===== config.mk =====
export PLATFORM = sky130hd
export DESIGN_NAME = serial_port_irq_flags_enables
export DESIGN_NICKNAME = d
export VERILOG_FILES = /design/src/shared/serial_port_irq_pkg.sv /design/src/verilog/serial_port_irq_flags_enables.sv
export VERILOG_INCLUDE_DIRS = /design/src /design/src/shared
export SDC_FILE = /design/constraint.sdc
export NUM_CORES = 1
export LEC_CHECK = 0
export BUFFER_PORTS_ARGS = -buffer_cell sky130_fd_sc_hd__buf_2
export CORE_ASPECT_RATIO = 0.7
export CORE_MARGIN = 3
export CORE_UTILIZATION = 55
export CTS_CLUSTER_SIZE = 24
export DETAILED_ROUTE_END_ITERATION = 16
export PLACE_DENSITY = 0.92
export SYNTH_ARGS = -nofsm -noshare
export SYNTH_HDL_FRONTEND = slang
export SYNTH_SLANG_ARGS = --single-unit

===== constraint.sdc =====
create_clock -name ref_clk_in -period 3.74 [get_ports ref_clk_in]
set_clock_uncertainty 0.05 [all_clocks]
set_input_delay 0.748 -clock ref_clk_in [delete_from_list [all_inputs] [get_ports ref_clk_in]]
set_output_delay 0.748 -clock ref_clk_in [all_outputs]
set_load 0.02 [all_outputs]

===== src/shared/serial_port_irq_consts.svh =====
// Purpose: addresses, field positions, resets for the serial port irq block
// Assumes: AHB-Lite word access, 100 MHz ref_clk_in
// Notes: register addresses and field layout follow
`ifndef SERIAL_PORT_IRQ_CONSTS_SVH
`define SERIAL_PORT_IRQ_CONSTS_SVH
// ----------------------------------------------------------------
// register addresses
// ----------------------------------------------------------------
`define SP_MODE_ADDR 32'h40064000
`define SP_STATUS_ADDR 32'h40064008
`define SP_ENSET_ADDR 32'h4006400c
`define SP_ENCLR_ADDR 32'h40064010
// ----------------------------------------------------------------
// field layout
// ----------------------------------------------------------------
`define SP_FLAG_W 17
`define SP_BIT_NOISE 15
`define SP_BIT_AUTOBAUD_ERROR_FLAG 16
`define SP_MODE_SYNC 0
`define SP_MODE_ABD 1
`define SP_EN_MASK 17'h1f96d
`define SP_W1C_MASK 17'h1f920
`define SP_EN_RESET 17'h00000
`define SP_MODE_RESET 2'h0
`define SP_BRG_LIMIT 16'hffff
`endif


===== src/shared/serial_port_irq_pkg.sv =====
// Purpose: types shared by the serial port irq block and its bench
// Assumes: nothing beyond plain SystemVerilog
// Notes: event fields are levels or one-cycle pulses from the port core
package serial_port_irq_pkg;
  // ----------------------------------------------------------------
  // event inputs from the rest of the port
  // ----------------------------------------------------------------
  typedef struct packed {
    logic parity_err;
    logic framing_err;
    logic start_seen;
    logic break_change;
    logic rx_break;
    logic overrun;
    logic tx_disabled;
    logic cts_change;
    logic cts_level;
    logic tx_idle;
    logic tx_ready;
    logic rx_idle;
    logic rx_ready;
  } port_events_t;
  typedef struct packed {
    logic autobaud_en;
    logic sync_mode;
  } port_mode_t;
  typedef struct packed {
    logic [31:0] addr;
    logic write;
  } addr_phase_t;
  typedef enum logic [1:0] {
    BUS_IDLE, BUS_WRITE, BUS_READ_WAIT, BUS_READ_DONE
  } bus_state_t;
  typedef enum logic [1:0] {ABD_IDLE, ABD_COUNT, ABD_OVER} abd_state_t;
endpackage


===== src/verilog/serial_port_irq_flags_enables.sv =====
// Purpose: status flags, interrupt enables and irq request of a serial port
// Assumes: AHB-Lite single word transfers, synchronous inputs
// Notes: reads take one wait state, writes none; response always OKAY
//
// Decided for this implementation: register access over AHB-Lite.
`timescale 1ns/100ps
`include "serial_port_irq_consts.svh"
module serial_port_irq_flags_enables #(
  parameter logic [15:0] BRG_LIMIT = `SP_BRG_LIMIT
) (
  input wire logic ref_clk_in,
  input wire logic rst_in,
  input wire logic hsel_in,
  input wire logic [31:0] haddr_in,
  input wire logic [1:0] htrans_in,
  input wire logic hwrite_in,
  input wire logic [2:0] hsize_in,
  input wire logic [31:0] hwdata_in,
  input wire logic hready_in,
  output logic [31:0] hrdata_out,
  output logic hreadyout_out,
  output logic hresp_out,
  input wire serial_port_irq_pkg::port_events_t events_in,
  input wire logic [2:0] rx_samples_in,
  input wire logic rx_samples_valid_in,
  input wire logic abd_measure_in,
  output logic rx_bit_out,
  output logic rx_bit_valid_out,
  output logic sync_mode_out,
  output logic autobaud_en_out,
  output logic [15:0] abd_count_out,
  output logic irq_out
);
  import serial_port_irq_pkg::*;

  // ----------------------------------------------------------------
  // state
  // ----------------------------------------------------------------
  bus_state_t bus_state_reg;
  bus_state_t bus_state_next;
  addr_phase_t aphase_reg;
  logic [31:0] hrdata_reg;
  port_mode_t mode_reg;
  logic [`SP_FLAG_W-1:0] enable_reg;
  logic [`SP_FLAG_W-1:0] enable_next;
  logic [`SP_FLAG_W-1:0] sticky_reg;
  abd_state_t abd_state_reg;
  abd_state_t abd_state_next;
  logic [15:0] abd_cnt_reg;
  logic [15:0] abd_cnt_next;
  logic [15:0] abd_count_reg;
  logic rx_bit_reg;
  logic rx_bit_valid_reg;
  logic irq_reg;

  // ----------------------------------------------------------------
  // bus decode
  // ----------------------------------------------------------------
  wire logic accept;
  wire logic in_write;
  wire logic hit_mode;
  wire logic hit_status;
  wire logic hit_enset;
  wire logic hit_enclr;
  wire logic wr_mode;
  wire logic wr_status;
  wire logic wr_enset;
  wire logic wr_enclr;
  wire logic [`SP_FLAG_W-1:0] wdata_flags;

  // hsize is not decoded: every register is one whole word
  assign accept = hsel_in & htrans_in[1] & hready_in;
  assign in_write = (bus_state_reg == BUS_WRITE);
  assign hit_mode = (aphase_reg.addr == `SP_MODE_ADDR);
  assign hit_status = (aphase_reg.addr == `SP_STATUS_ADDR);
  assign hit_enset = (aphase_reg.addr == `SP_ENSET_ADDR);
  assign hit_enclr = (aphase_reg.addr == `SP_ENCLR_ADDR);
  assign wr_mode = in_write & hit_mode;
  assign wr_status = in_write & hit_status;
  assign wr_enset = in_write & hit_enset;
  assign wr_enclr = in_write & hit_enclr;
  // unused upper bits are dropped, so stray ones there do no harm
  assign wdata_flags = hwdata_in[`SP_FLAG_W-1:0];

  always_comb
  begin
    bus_state_next = bus_state_reg;
    unique case (bus_state_reg)
      BUS_IDLE, BUS_WRITE, BUS_READ_DONE:
      begin
        if (accept)
        begin
          bus_state_next = hwrite_in ? BUS_WRITE : BUS_READ_WAIT;
        end
        else
        begin
          bus_state_next = BUS_IDLE;
        end
      end
      BUS_READ_WAIT:
      begin
        bus_state_next = BUS_READ_DONE;
      end
    endcase
  end

  always_ff @(posedge ref_clk_in)
  begin
    if (rst_in)
    begin
      bus_state_reg <= BUS_IDLE;
      aphase_reg <= '0;
    end
    else
    begin
      bus_state_reg <= bus_state_next;
      if (accept)
      begin
        aphase_reg <= '{addr: haddr_in, write: hwrite_in};
      end
    end
  end

  // ----------------------------------------------------------------
  // majority sampling and noise
  // ----------------------------------------------------------------
  wire logic majority;
  wire logic disagree;
  wire logic noise_event;
  wire logic bit_value;

  assign majority = (rx_samples_in[0] & rx_samples_in[1])
    | (rx_samples_in[1] & rx_samples_in[2])
    | (rx_samples_in[0] & rx_samples_in[2]);
  // three samples either all agree or exactly one stands out
  assign disagree = (|rx_samples_in) & ~(&rx_samples_in);
  // sync mode is clocked by the partner, so one sample is exact
  assign bit_value = mode_reg.sync_mode ? rx_samples_in[1] : majority;
  assign noise_event = rx_samples_valid_in & disagree
    & ~mode_reg.sync_mode;

  always_ff @(posedge ref_clk_in)
  begin
    if (rst_in)
    begin
      rx_bit_reg <= 1'b1;
      rx_bit_valid_reg <= 1'b0;
    end
    else
    begin
      rx_bit_valid_reg <= rx_samples_valid_in;
      if (rx_samples_valid_in)
      begin
        rx_bit_reg <= bit_value;
      end
    end
  end

  // ----------------------------------------------------------------
  // autobaud time-out
  // ----------------------------------------------------------------
  logic abd_error_event;

  always_comb
  begin
    abd_state_next = abd_state_reg;
    abd_cnt_next = abd_cnt_reg;
    abd_error_event = 1'b0;
    unique case (abd_state_reg)
      ABD_IDLE:
      begin
        abd_cnt_next = 16'h0000;
        if (mode_reg.autobaud_en & abd_measure_in)
        begin
          abd_state_next = ABD_COUNT;
        end
      end
      ABD_COUNT:
      begin
        if (!mode_reg.autobaud_en || !abd_measure_in)
        begin
          abd_state_next = ABD_IDLE;
        end
        else if (abd_cnt_reg == BRG_LIMIT)
        begin
          abd_error_event = 1'b1;
          abd_state_next = ABD_OVER;
        end
        else
        begin
          abd_cnt_next = abd_cnt_reg + 16'h0001;
        end
      end
      ABD_OVER:
      begin
        // one error per measured start bit, however long it lasts
        if (!mode_reg.autobaud_en || !abd_measure_in)
        begin
          abd_state_next = ABD_IDLE;
        end
      end
      default:
      begin
        abd_state_next = ABD_IDLE;
      end
    endcase
  end

  always_ff @(posedge ref_clk_in)
  begin
    if (rst_in)
    begin
      abd_state_reg <= ABD_IDLE;
      abd_cnt_reg <= 16'h0000;
      abd_count_reg <= 16'h0000;
    end
    else
    begin
      abd_state_reg <= abd_state_next;
      abd_cnt_reg <= abd_cnt_next;
      if (abd_state_reg == ABD_COUNT && !abd_measure_in)
      begin
        abd_count_reg <= abd_cnt_reg;
      end
    end
  end

  // ----------------------------------------------------------------
  // sticky flags, write one to clear
  // ----------------------------------------------------------------
  wire logic [`SP_FLAG_W-1:0] set_vec;
  wire logic [`SP_FLAG_W-1:0] clr_vec;
  wire logic [`SP_FLAG_W-1:0] status_word;
  wire logic [`SP_FLAG_W-1:0] sticky_next;
  wire logic [`SP_FLAG_W-1:0] level_vec;
  localparam logic [`SP_FLAG_W-1:0] W1C_MASK = `SP_W1C_MASK;

  assign set_vec = {abd_error_event, noise_event,
    events_in.parity_err, events_in.framing_err, events_in.start_seen,
    events_in.break_change, 2'b00, events_in.overrun, 2'b00,
    events_in.cts_change, 5'b00000};
  assign clr_vec = wr_status ? wdata_flags : '0;

  genvar gi;
  generate
    for (gi = 0; gi < `SP_FLAG_W; gi++)
    begin : g_flag
      if (W1C_MASK[gi])
      begin : g_sticky
        // a set in the clearing cycle wins, so no event is lost
        assign sticky_next[gi] = set_vec[gi]
          | (sticky_reg[gi] & ~clr_vec[gi]);
      end
      else
      begin : g_none
        assign sticky_next[gi] = 1'b0;
      end
    end
  endgenerate

  // one flop bank keeps a single driver on the whole flag vector
  always_ff @(posedge ref_clk_in)
  begin
    if (rst_in)
    begin
      sticky_reg <= '0;
    end
    else
    begin
      sticky_reg <= sticky_next;
    end
  end

  assign level_vec = {6'b000000, events_in.rx_break,
    3'b000, events_in.tx_disabled, 1'b0, events_in.cts_level,
    events_in.tx_idle, events_in.tx_ready, events_in.rx_idle,
    events_in.rx_ready};
  assign status_word = sticky_reg | level_vec;

  // ----------------------------------------------------------------
  // interrupt enables
  // ----------------------------------------------------------------
  localparam logic [`SP_FLAG_W-1:0] EN_MASK = `SP_EN_MASK;
  wire logic [`SP_FLAG_W-1:0] en_set;
  wire logic [`SP_FLAG_W-1:0] en_clr;

  assign en_set = wr_enset ? (wdata_flags & EN_MASK) : '0;
  assign en_clr = wr_enclr ? (wdata_flags & EN_MASK) : '0;
  assign enable_next = (enable_reg | en_set) & ~en_clr;

  always_ff @(posedge ref_clk_in)
  begin
    if (rst_in)
    begin
      enable_reg <= `SP_EN_RESET;
      mode_reg <= `SP_MODE_RESET;
    end
    else
    begin
      enable_reg <= enable_next;
      if (wr_mode)
      begin
        mode_reg <= '{autobaud_en: hwdata_in[`SP_MODE_ABD],
          sync_mode: hwdata_in[`SP_MODE_SYNC]};
      end
    end
  end

  // ----------------------------------------------------------------
  // interrupt request
  // ----------------------------------------------------------------
  wire logic [`SP_FLAG_W-1:0] pending;

  // same index for flag and enable covers rx ready through autobaud
  assign pending = status_word & enable_reg;

  always_ff @(posedge ref_clk_in)
  begin
    if (rst_in)
    begin
      irq_reg <= 1'b0;
    end
    else
    begin
      irq_reg <= |pending;
    end
  end

  // ----------------------------------------------------------------
  // read data
  // ----------------------------------------------------------------
  wire logic [31:0] status_read;
  wire logic [31:0] enable_read;
  wire logic [31:0] mode_read;
  wire logic [31:0] read_word;

  // unused upper bits read as zero rather than anything stale
  assign status_read = {15'h0, status_word};
  assign enable_read = {15'h0, enable_reg};
  assign mode_read = {30'h0, mode_reg};
  assign read_word =
    hit_status ? status_read :
    hit_enset ? enable_read :
    hit_mode ? mode_read :
    32'h00000000;

  // the wait state lets a write just before land ahead of this read
  always_ff @(posedge ref_clk_in)
  begin
    if (rst_in)
    begin
      hrdata_reg <= 32'h00000000;
    end
    else if (bus_state_reg == BUS_READ_WAIT)
    begin
      hrdata_reg <= read_word;
    end
  end

  // ----------------------------------------------------------------
  // outputs
  // ----------------------------------------------------------------
  assign hrdata_out = hrdata_reg;
  assign hreadyout_out = (bus_state_reg != BUS_READ_WAIT);
  assign hresp_out = 1'b0;
  assign rx_bit_out = rx_bit_reg;
  assign rx_bit_valid_out = rx_bit_valid_reg;
  assign sync_mode_out = mode_reg.sync_mode;
  assign autobaud_en_out = mode_reg.autobaud_en;
  assign abd_count_out = abd_count_reg;
  assign irq_out = irq_reg;
endmodule

Word-level counts from Yosys, hierarchy flattened:

Index checks and enable logic that the tools add are counted.

* register bits: 139
* word-level logic and storage cells: 111

* $add $sub $neg: 1
* equal/unequal tests: 16
* muxes and demuxes: 21
* bitwise operators: 46
* reductions and logical operators: 13

Operators with widths (number)
* 32-bit by 31-bit == test with 1-bit output, second input constant: 4
* 17-bit two-way mux: 5
* 17-bit bitwise AND: 2
* 16-bit two-way mux: 2
* 16-bit case mux with 2 select lines: 1
* 1-bit bitwise AND: 21
* 17-bit inverter: 1
* 17-bit by 11-bit OR with 17-bit output: 1
* 17-bit OR: 1
* 17-bit OR reduction: 1
* 16-bit by 1-bit adder with 16-bit output, second input constant: 1
* 16-bit == test, second input constant: 1
* 2-bit two-way mux: 7
* 2-bit != test, second input constant: 5
* 1-bit inverter: 10
* 1-bit OR: 10
* 3-bit AND reduction: 3
* 2-bit == test, second input constant: 3
* 2-bit case mux with 3 select lines: 1
* 3-bit OR reduction: 2
* 2-bit by 1-bit == test with 1-bit output, second input constant: 2
* 2-bit logical NOT: 2
* 1-bit two-way mux: 4
* 2-bit case mux with 2 select lines: 1
* other kinds (5): 6

Depth between registers and ports, before layout:

Gate-level depths: netlist of run 1.

* depth in word-level cells: 6
* depth in mapped cells: 7
* mapped depth without buffers: 5

Worst setup path after synthesis of run 1:

OpenSTA, ideal clock, no wires.

* path type: input -> register
* from: input abd_measure_in
* to: register abd_cnt_reg[15]
* setup time: 70 ps
* arrival time: 1914 ps
* data required time: 3620 ps
* slack: 1706 ps
* stages on the path: 5
* cells stage by stage: nand4b_1 > or3_1 > buf_2 > or4_1 > a21oi_1

* cells in the longest elaborated chain, start to end: 4

Ends and longest elaborated chain
* start: declaration: RTL line serial_port_irq_flags_enables.sv:26 `input wire logic abd_measure_in,`
* 1-bit logical NOT: RTL line serial_port_irq_flags_enables.sv:180 `if (!mode_reg.autobaud_en || !abd_measure_in)`
* 1-bit logical OR: RTL line serial_port_irq_flags_enables.sv:180
* 2-bit != test (no line)
* 3-bit AND reduction (no line)
* end signal: assignment: RTL line serial_port_irq_flags_enables.sv:220 `abd_cnt_reg <= abd_cnt_next;`
* end: declaration: RTL line serial_port_irq_flags_enables.sv:49 `logic [15:0] abd_cnt_reg;`

Every way passes these cells.
A chain may end at the register's enable or synchronous reset.

Worst setup path after layout of run 1:

* from: register aphase_reg[4] in the netlist's numbering
* to: register hrdata_reg[16], in the netlist hrdata_out[16]

* cells in the longest elaborated chain, start to end: 3

Ends and longest elaborated chain
* start: declaration: RTL line serial_port_irq_flags_enables.sv:41 `addr_phase_t aphase_reg;`
* start signal: assignment: RTL line serial_port_irq_flags_enables.sv:119 `aphase_reg <= '{addr: haddr_in, write: hwrite_in};`
* 32-bit by 31-bit == test with 1-bit output (no line)
* 17-bit two-way mux: RTL line serial_port_irq_flags_enables.sv:343 `hit_enset ? enable_read :`
* 17-bit two-way mux (*): RTL line serial_port_irq_flags_enables.sv:342 `hit_status ? status_read :`
* end signal: assignment: RTL line serial_port_irq_flags_enables.sv:356 `hrdata_reg <= read_word;`
* end: declaration: RTL line serial_port_irq_flags_enables.sv:42 `logic [31:0] hrdata_reg;`

Every way passes the cells marked *; elsewhere a longest branch is shown, timed or not.

==> impl_metrics.env, run 1 <==
export IMPL_numCtsBuffers=9
export IMPL_hold_class="reg -> reg"
export IMPL_synthCells=584
export IMPL_drc=0
export IMPL_core_um2=8175
export IMPL_synth_top_cell_area_share_pct=45.09
export IMPL_placedCellCount=766
export IMPL_r2r_end="hrdata_out[16]"
export IMPL_yosysWarnings=0
export IMPL_crit_chain="or4b_1 -> nor2_1 -> nand4_1 -> a21oi_1"
export IMPL_p_total_uw=2400
export IMPL_p_leak_uw=0.002068
export IMPL_clk_latency_ns=0.34
export IMPL_cts_htree_levels=3
export IMPL_synth_seq_cells=108
export IMPL_rsz0062_at_grt="no"
export IMPL_hpwl_um=8738
export IMPL_final_util_pct=68.40
export IMPL_rows=27
export IMPL_cts_resized=0
export IMPL_critPathLaunch="aphase_reg[4]"
export IMPL_r2r_slack_ns=1.21
export IMPL_crit_path_start_kind="register"
export IMPL_io_buffers=105
export IMPL_syn_to_final_growth_pct=16.62
export IMPL_largest_reg_flops=32
export IMPL_reg2reg_depth=4
export IMPL_die_h_um=84.12
export IMPL_die_x_um=117.6
export IMPL_period_minus_slack_ns=2.534
export IMPL_ant_nets=0
export IMPL_start_util_pct=58.65
export IMPL_pre_cts_slack_ns=1.138
export IMPL_hold_depth=2
export IMPL_critical_path_class="reg -> reg"
export IMPL_fp_dieArea_um2=9892
export IMPL_ys_seq_area_share_pct=45.09
export IMPL_overflow=0
export IMPL_hold_start="hrdata_out[10]"
export IMPL_fin_setup_tns_ns=0
export IMPL_slew_headroom_pct=22.95
export IMPL_fin_ws_ns=1.206
export IMPL_cts_root_buf="clkbuf_16"
export IMPL_finalCritPeriodShare_pct=67.76
export IMPL_num_vias=4597
export IMPL_peakVddDrop_mv=0.2225
export IMPL_ctsLongestPathBuffers=2
export IMPL_grt_pass1_vias=4269
export IMPL_critPathMaxStageDelay_ns=0.79
export IMPL_wl_um=12330
export IMPL_routed_via_density=5.886
export IMPL_clkTransAtPathRegs_ns=0.07
export IMPL_io_pins=147
export IMPL_holdBufCountCts=0
export IMPL_grt_antenna_before_repair=0
export IMPL_cp_end_kind="register"
export IMPL_synth_most_common_cell="nand2_1"
export IMPL_diodes=0
export IMPL_grt_pass1_wl_um=20240
export IMPL_worstMarginPinSlew_ns=1.154
export IMPL_grt_max_degree=45
export IMPL_wl_per_cell_um=15.79
export IMPL_crit_fanout=14
export IMPL_dr_pass1_iters=5
export IMPL_postCtsSetupRepairBufs=0
export IMPL_crit_slowest_cell="nor2_1"
export IMPL_maxSlewViolCount=0
export IMPL_grtUsageTotal_pct=24.55
export IMPL_arrival_ns=2.76
export IMPL_fin_cells=781
export IMPL_gp_congestion=0.8784
export IMPL_ys_flop_type="dfxtp_1"
export IMPL_nets=754
export IMPL_yosysTopAreaCell="dfxtp_1"
export IMPL_synth_edff_count=0
export IMPL_max_freq_mhz=394.6
export IMPL_hold_end="hrdata_out[10]"
export IMPL_cts_sinks=108
export IMPL_setup_viol=0
export IMPL_cts_tree="done"
export IMPL_p_per_area_nw_per_um2=429.3
export IMPL_syn_area_um2=4795
export IMPL_async_reset_ff_share_pct=0
export IMPL_initialDrtViolationCount=474
export IMPL_hold_violations=0
export IMPL_drive_gt1_share_pct=21.95
export IMPL_r2r_start="aphase_reg[4]"
export IMPL_avgSynthCellArea_um2=8.210
export IMPL_run_status="finished clean"
export IMPL_max_cap_viol_count=0
export IMPL_synthTopCellsByArea="dfxtp_1, nand2_1, a21oi_1"
export IMPL_cp_required_ns=3.96
export IMPL_synthTopCellsByCount="nand2_1, dfxtp_1, a21oi_1"
export IMPL_ys_types=49
## logic make-up (layout without fill, tap and decap cells)
family | count (synthesis) | after routing | share of synthesized area [%]
AND/OR/NAND/NOR | 251 | 251 | 26.20
AO/OA/AOI/OAI | 137 | 137 | 17.28
flip-flops | 108 | 108 | 45.09
buffers and inverters | 69 | 133 | 7.255
multiplexers | 17 | 17 | 3.836
adder cells (fa/ha/maj) | 1 | 1 | 0.2609
other | 1 | 18 | 0.07821
## area by class of cell
cell class                      instances  area [um^2]
Multi-Input combinational cell        424         2349
Sequential cell                       108         2162
Inverter                                7        26.28
Timing Repair Buffer                  111        570.5
Clock inverter                          5        100.1
Fill cell                             665         2584
Tap cell                              116        145.1
Clock buffer                           10        239.0
## critical path: cells and delay by family (launching register included)
family          cells  cell delay [ns]
simple gates        3             1.77
compound gates      1             0.20
flops               1             0.44
## placed cells by master, fill, tap and decap left out, types with 3 or more instances in the layout
cell / n
dfxtp_1: 108
nor4_1: 4
a21oi_1: 77
nor4b_1: 4
o21ai_0: 4
or4_1: 10
buf_2: 105
inv_1: 7
o31ai_1: 11
mux2i_1: 6
nand4_1: 18
a211oi_1: 13
a221oi_1: 3
and4_1: 4
nand3_1: 10
conb_1: 18
a311oi_1: 8
clkbuf_16: 9
nor2_1: 13
nand2_1: 132
nor3_1: 18
a31oi_1: 14
mux2_2: 11
buf_4: 6
nor2b_1: 6
bufinv_16: 3
nand2b_1: 10
or3_1: 4
a22o_1: 3
## where the power goes
group / internal (uW) / switching [uW]
combinational: 56.1 / 88.1
sequential: 1170 / 15.6
clock: 666 / 406
total: 1890 / 509
## how the worst max path moves through the flow
stage	endpoint	slack, ns	depth (start not counted)
2_1_floorplan	abd_cnt_reg[15]	1.71	5
3_3_place_gp	abd_cnt_reg[15]	1.22	5
3_5_place_dp	abd_cnt_reg[15]	1.14	5
4_1_cts	hrdata_out[16]	1.30	4
5_1_grt	hrdata_out[4]	0.99	4
6_report	hrdata_out[16]	1.21	4
## metrics by stage
step / hold WS (ns) / cell area (um^2)
final: 0.3986 / 5592
after global routing: 0.4190 / 5592
after CTS: 0.3991 / 5592
after detailed placement: 0.3897 / 5253
after global placement: 0.3876 / 5253
after floorplan: 0.3816 / 4858
## per-layer routing
metal,wire [um],global-route usage [%],part of all wire [%],vias to the layer above
met5,0,0,0,-
met4,264,7.340,2.1,0
met3,820,6.640,6.6,34
met2,5696,39.99,46,216
met1,5550,32.26,45,2146
li1,-,-,-,2201
Power figures use the tool's default switching activity.
==> inputs of run 2 (changes only) <==
--- a/config.mk
+++ b/config.mk
@@ -9,10 +9,10 @@
 export BUFFER_PORTS_ARGS = -buffer_cell sky130_fd_sc_hd__buf_2
 export CORE_ASPECT_RATIO = 0.7
 export CORE_MARGIN = 3
-export CORE_UTILIZATION = 55
+export CORE_UTILIZATION = 51
 export CTS_CLUSTER_SIZE = 24
 export DETAILED_ROUTE_END_ITERATION = 16
-export PLACE_DENSITY = 0.92
+export PLACE_DENSITY = 0.86
 export SYNTH_ARGS = -nofsm -noshare
 export SYNTH_HDL_FRONTEND = slang
 export SYNTH_SLANG_ARGS = --single-unit
==> constraint.sdc (replaced) <==
create_clock -name ref_clk_in -period 2.45 [get_ports ref_clk_in]
set_clock_uncertainty 0.05 [all_clocks]
set_input_delay 0.49 -clock ref_clk_in [delete_from_list [all_inputs] [get_ports ref_clk_in]]
set_output_delay 0.49 -clock ref_clk_in [all_outputs]
set_load 0.02 [all_outputs]
==> impl_metrics.env, run 2 (synthesis results as in run 1) <==
export IMPL_run_status="finished clean"
export IMPL_cts_tree="done"
export IMPL_maxSlewViolCount=0
export IMPL_clk_latency_ns=0.34
export IMPL_crit_chain="or4b_1 -> buf_4 -> nor3_1 -> a31oi_1 -> a211oi_1"
export IMPL_num_vias=4609
export IMPL_finalCritPeriodShare_pct=84.01
export IMPL_wl_um=12460
export IMPL_diodes=0
export IMPL_numCtsBuffers=9
export IMPL_cp_required_ns=2.65
export IMPL_grt_pass1_vias=4373
export IMPL_crit_slowest_cell="or4b_1"
export IMPL_final_common_cell="nand2_1"
export IMPL_reg2reg_depth=5
export IMPL_routed_via_density=5.812
export IMPL_p_leak_uw=0.002091
export IMPL_cts_resized=0
export IMPL_clkTransAtPathRegs_ns=0.07
export IMPL_io_buffers=105
export IMPL_initialDrtViolationCount=456
export IMPL_arrival_ns=2.26
export IMPL_cts_sinks=108
export IMPL_drive_gt1_share_pct=22.88
export IMPL_holdBufCountCts=0
export IMPL_critPathMaxStageDelay_ns=0.49
export IMPL_cts_root_buf="clkbuf_16"
export IMPL_ctsLongestPathBuffers=2
export IMPL_largest_reg_flops=32
export IMPL_fill_cells=746
export IMPL_final_cell_mix="nand2_1, dfxtp_1, buf_2"
export IMPL_drc=0
export IMPL_hpwl_um=8880
export IMPL_hold_violations=0
export IMPL_peakVddDrop_mv=0.3777
export IMPL_crit_fanout=13
export IMPL_grt_antenna_before_repair=0
export IMPL_worstMarginPinSlew_ns=0.6090
export IMPL_max_cap_viol_count=0
export IMPL_hold_depth=2
export IMPL_die_x_um=121.9
export IMPL_nets=762
export IMPL_grtUsageTotal_pct=23.54
export IMPL_grt_max_degree=53
export IMPL_fin_setup_tns_ns=0
export IMPL_setup_viol=0
export IMPL_critical_path_class="reg -> reg"
export IMPL_cts_htree_levels=3
export IMPL_dr_pass1_iters=6
export IMPL_wl_per_cell_um=15.71
export IMPL_core_um2=8793
export IMPL_start_util_pct=54.52
export IMPL_ant_nets=0
export IMPL_die_h_um=87.12
export IMPL_grt_pass1_wl_um=20330
export IMPL_p_total_uw=3563
export IMPL_rows=28
export IMPL_period_minus_slack_ns=2.058
export IMPL_postCtsSetupRepairBufs=0
export IMPL_overflow=0
export IMPL_slew_headroom_pct=59.40
export IMPL_max_freq_mhz=485.8
export IMPL_hold_class="in -> reg"
export IMPL_cp_end_kind="register"
export IMPL_syn_to_final_growth_pct=17.72
export IMPL_crit_path_start_kind="register"
export IMPL_p_per_area_nw_per_um2=631.2
export IMPL_gp_congestion=0.8708
export IMPL_io_pins=147
export IMPL_fp_dieArea_um2=10620
export IMPL_rsz0062_at_grt="no"
-- run 2: cell types whose count changed in the layout (fill, tap and decap cells not counted), sizes merged --
cell,previous run,this run
clkinvlp,0,2
buf,111,119
clkinv,2,1
clkbuf,10,9
inv,7,8
bufinv,3,2
-- run 2: worst max-delay path: cells and delay by family, from the launching register on --
| family | cells | cell delay, ns |
|---|---|---|
| AND/OR/NAND/NOR | 2 | 0.81 |
| flip-flops | 1 | 0.46 |
| AO/OA/AOI/OAI | 2 | 0.43 |
| buffers and inverters | 1 | 0.21 |
-- run 2: routing by layer --
layer | vias up | global-route usage [%] | routed length, um
met1 | 2195 | 31.73 | 5508
met3 | 18 | 5.325 | 823
met2 | 189 | 38.33 | 5969
met4 | 0 | 6.511 | 156
li1 | 2207 | - | -
met5 | - | 0 | 0
-- run 2: final cells by class --
cell class                 count  area [um^2]  area share, %
clock buffer                   9        225.2          3.990
clock inverter                 6        88.84          1.574
inverter                       7        26.28         0.4655
multi-input combinational    424         2349          41.61
sequential                   108         2162          38.31
tap                          120        150.1          2.660
timing repair buffer         119        643.1          11.39
-- run 2: worst paths after layout --
path                                    start       endpoint  slack [ns]
worst min register to register  hrdata_out[4]  hrdata_out[4]        0.40
worst max-delay path            aphase_reg[4]  enable_reg[6]        0.39
worst max register to register  aphase_reg[4]  enable_reg[6]        0.39
worst min-delay path             hwdata_in[2]  enable_reg[2]        0.30
-- run 2: where the power goes --
group	switching (uW)	leakage, uW	internal [uW]
Clock	638	0.000148	892
Sequential	18.7	0.000875	1780
Combinational	140	0.00107	90.8
Total	797	0.00209	2770
-- run 2: stage by stage --
stage	instances	area, um^2	util, %	setup slack (ns)	hold WS [ns]
final	793	5644	64.19	0.3917	0.3046
after global routing	793	5644	64.19	0.2956	0.2938
after CTS	793	5644	64.19	0.4398	0.2920
after detailed placement	778	5330	60.61	0.3574	0.3939
after global placement	778	5330	60.61	0.4531	0.3872
after floorplan	601	4858	-	0.6390	0.3816
==> inputs of run 3 (changes only) <==
--- a/config.mk
+++ b/config.mk
@@ -6,13 +6,14 @@
 export SDC_FILE = /design/constraint.sdc
 export NUM_CORES = 1
 export LEC_CHECK = 0
+export ABC_AREA = 1
 export BUFFER_PORTS_ARGS = -buffer_cell sky130_fd_sc_hd__buf_2
 export CORE_ASPECT_RATIO = 0.7
 export CORE_MARGIN = 3
-export CORE_UTILIZATION = 51
+export CORE_UTILIZATION = 52
 export CTS_CLUSTER_SIZE = 24
 export DETAILED_ROUTE_END_ITERATION = 16
-export PLACE_DENSITY = 0.86
+export PLACE_DENSITY = 0.87
 export SYNTH_ARGS = -nofsm -noshare
 export SYNTH_HDL_FRONTEND = slang
 export SYNTH_SLANG_ARGS = --single-unit
==> constraint.sdc (replaced) <==
create_clock -name ref_clk_in -period 2.2 [get_ports ref_clk_in]
set_clock_uncertainty 0.05 [all_clocks]
set_input_delay 0.44 -clock ref_clk_in [delete_from_list [all_inputs] [get_ports ref_clk_in]]
set_output_delay 0.44 -clock ref_clk_in [all_outputs]
set_load 0.02 [all_outputs]
==> impl_metrics.env, run 3 <==
export IMPL_max_cap_viol_count=0
export IMPL_peakVddDrop_mv=0.4417
export IMPL_fp_dieArea_um2=11020
export IMPL_grt_pass1_vias=4362
export IMPL_p_total_uw=3861
export IMPL_hold_class="in -> reg"
export IMPL_overflow=0
export IMPL_final_cell_mix="nand2_1, nor2_1, dfxtp_1"
export IMPL_holdBufCountCts=0
export IMPL_critPathMaxStageDelay_ns=0.43
export IMPL_wl_um=12120
export IMPL_fin_cells=980
export IMPL_arrival_ns=2.22
export IMPL_grt_pass1_wl_um=19870
export IMPL_clk_latency_ns=0.34
export IMPL_fill_cells=849
export IMPL_largest_reg_flops=32
export IMPL_io_buffers=105
export IMPL_avgSynthCellArea_um2=6.717
export IMPL_ctsLongestPathBuffers=2
export IMPL_hold_violations=0
export IMPL_cts_htree_levels=3
export IMPL_crit_path_start_kind="register"
export IMPL_r2r_end="abd_cnt_reg[11]"
export IMPL_drive_gt1_share_pct=18.11
export IMPL_cp_end_kind="register"
export IMPL_rsz0062_at_grt="no"
export IMPL_synthTopCellsByArea="dfxtp_1, nand2_1, nor2_1"
export IMPL_clkTransAtPathRegs_ns=0.07
export IMPL_cpMostUsedCell="nand2_2"
export IMPL_critPathCapture="abd_cnt_reg[11]"
export IMPL_crit_slowest_cell="dfxtp_1"
export IMPL_core_um2=9289
export IMPL_final_util_pct=63.95
export IMPL_async_reset_ff_share_pct=0
export IMPL_synthCells=757
export IMPL_r2r_slack_ns=0.21
export IMPL_die_x_um=124.2
export IMPL_run_status="finished clean"
export IMPL_max_freq_mhz=501.6
export IMPL_start_util_pct=54.74
export IMPL_synth_most_common_cell="nand2_1"
export IMPL_initialDrtViolationCount=348
export IMPL_grtUsageTotal_pct=22.85
export IMPL_synth_edff_count=0
export IMPL_ys_types=34
export IMPL_ys_flop_type="dfxtp_1"
export IMPL_slew_headroom_pct=47.22
export IMPL_setup_viol=0
export IMPL_cp_required_ns=2.43
export IMPL_finalCritPeriodShare_pct=90.62
export IMPL_placedCellCount=965
export IMPL_grt_antenna_before_repair=0
export IMPL_dr_pass1_iters=5
export IMPL_rows=29
export IMPL_cts_root_buf="clkbuf_16"
export IMPL_syn_to_final_growth_pct=16.83
export IMPL_crit_chain="ha_1 -> nand2_2 -> nor2_1 -> nand2_2 -> nor2_4 -> nand3_2 -> nand2_2 -> nand2_4 -> clkinv_2 -> nand2_1 -> a21oi_2"
export IMPL_hold_depth=3
export IMPL_critPathLaunch="abd_cnt_reg[0]"
export IMPL_maxSlewViolCount=0
export IMPL_grt_max_degree=62
export IMPL_wl_per_cell_um=12.37
export IMPL_p_leak_uw=0.002592
export IMPL_routed_via_density=4.958
export IMPL_nets=945
export IMPL_cts_sinks=108
export IMPL_numCtsBuffers=9
export IMPL_fin_setup_tns_ns=0
export IMPL_reg2reg_depth=11
export IMPL_postCtsSetupRepairBufs=0
export IMPL_final_common_cell="nand2_1"
export IMPL_r2r_start="abd_cnt_reg[0]"
export IMPL_diodes=0
export IMPL_syn_area_um2=5085
export IMPL_cts_tree="done"
export IMPL_drc=0
export IMPL_yosysTopAreaCell="dfxtp_1"
export IMPL_synth_seq_cells=108
export IMPL_whs_ns=0.2520
export IMPL_critical_path_class="reg -> reg"
export IMPL_die_h_um=88.74
export IMPL_synth_top_cell_area_share_pct=42.52
export IMPL_ys_seq_area_share_pct=42.52
export IMPL_cts_resized=0
export IMPL_ant_nets=0
export IMPL_io_pins=147
export IMPL_synthTopCellsByCount="nand2_1, nor2_1, dfxtp_1"
export IMPL_worstMarginPinSlew_ns=0.7917
export IMPL_gp_congestion=0.8949
export IMPL_hpwl_um=8801
export IMPL_p_per_area_nw_per_um2=650.0
export IMPL_period_minus_slack_ns=1.994
export IMPL_yosysWarnings=0
export IMPL_num_vias=4859
export IMPL_crit_fanout=18
-- run 3: layout make-up --
cell class / count / area, um^2 / area share (%)
sequential: 108 / 2162 / 36.39
clock buffer: 14 / 264.0 / 4.444
inverter: 108 / 406.6 / 6.845
clock inverter: 1 / 7.507 / 0.1264
tap: 124 / 155.1 / 2.612
timing repair buffer: 115 / 625.6 / 10.53
multi-input combinational: 510 / 2320 / 39.05
-- run 3: where the power goes --
part           internal (uW)  total, uW  leakage, uW  switching (uW)
clock                    825       1500     0.000129             674
combinational            120        332      0.00159             212
sequential              2010       2030     0.000877            23.4
-- run 3: metrics by stage --
step | area [um^2] | setup slack [ns]
finish | 5941 | 0.2064
global route | 5941 | 0.02096
CTS | 5941 | 0.2324
detailed placement | 5669 | 0.2654
global placement | 5669 | 0.3086
floorplan | 5149 | 0.5267
-- run 3: kinds of logic after synthesis --
kind of cell / Yosys count / synth area share (%)
AND/OR/NAND/NOR: 330 / 26.50
buffers and inverters: 156 / 13.21
AO/OA/AOI/OAI: 153 / 16.07
flip-flops: 108 / 42.52
XOR/XNOR: 8 / 1.378
adder cells (fa/ha/maj): 1 / 0.2460
other: 1 / 0.07375
-- run 3: worst min-delay path by stage --
stage	start	to
finish	rx_samples_valid_in	rx_bit_out
global route	rx_samples_valid_in	rx_bit_out
CTS	rx_samples_valid_in	rx_bit_out
detailed placement	abd_count_out[5]	abd_count_out[5]
global placement	abd_count_out[12]	abd_count_out[12]
floorplan	aphase_reg[11]	aphase_reg[11]
-- run 3: worst max-delay path, delay by kind of cell (launching register included) --
family	cells	cell delay, ns
simple gates	8	0.89
flops	1	0.43
fa+ha+maj	1	0.23
buf+inv	1	0.20
compound gates	1	0.13
-- run 3: routing by layer --
metal,up-vias,track usage [%],wire length [um]
li1,2518,-,-
met1,2178,30.79,5637
met2,148,36.37,5469
met3,15,5.431,836
met4,0,7.555,180
met5,-,0,0
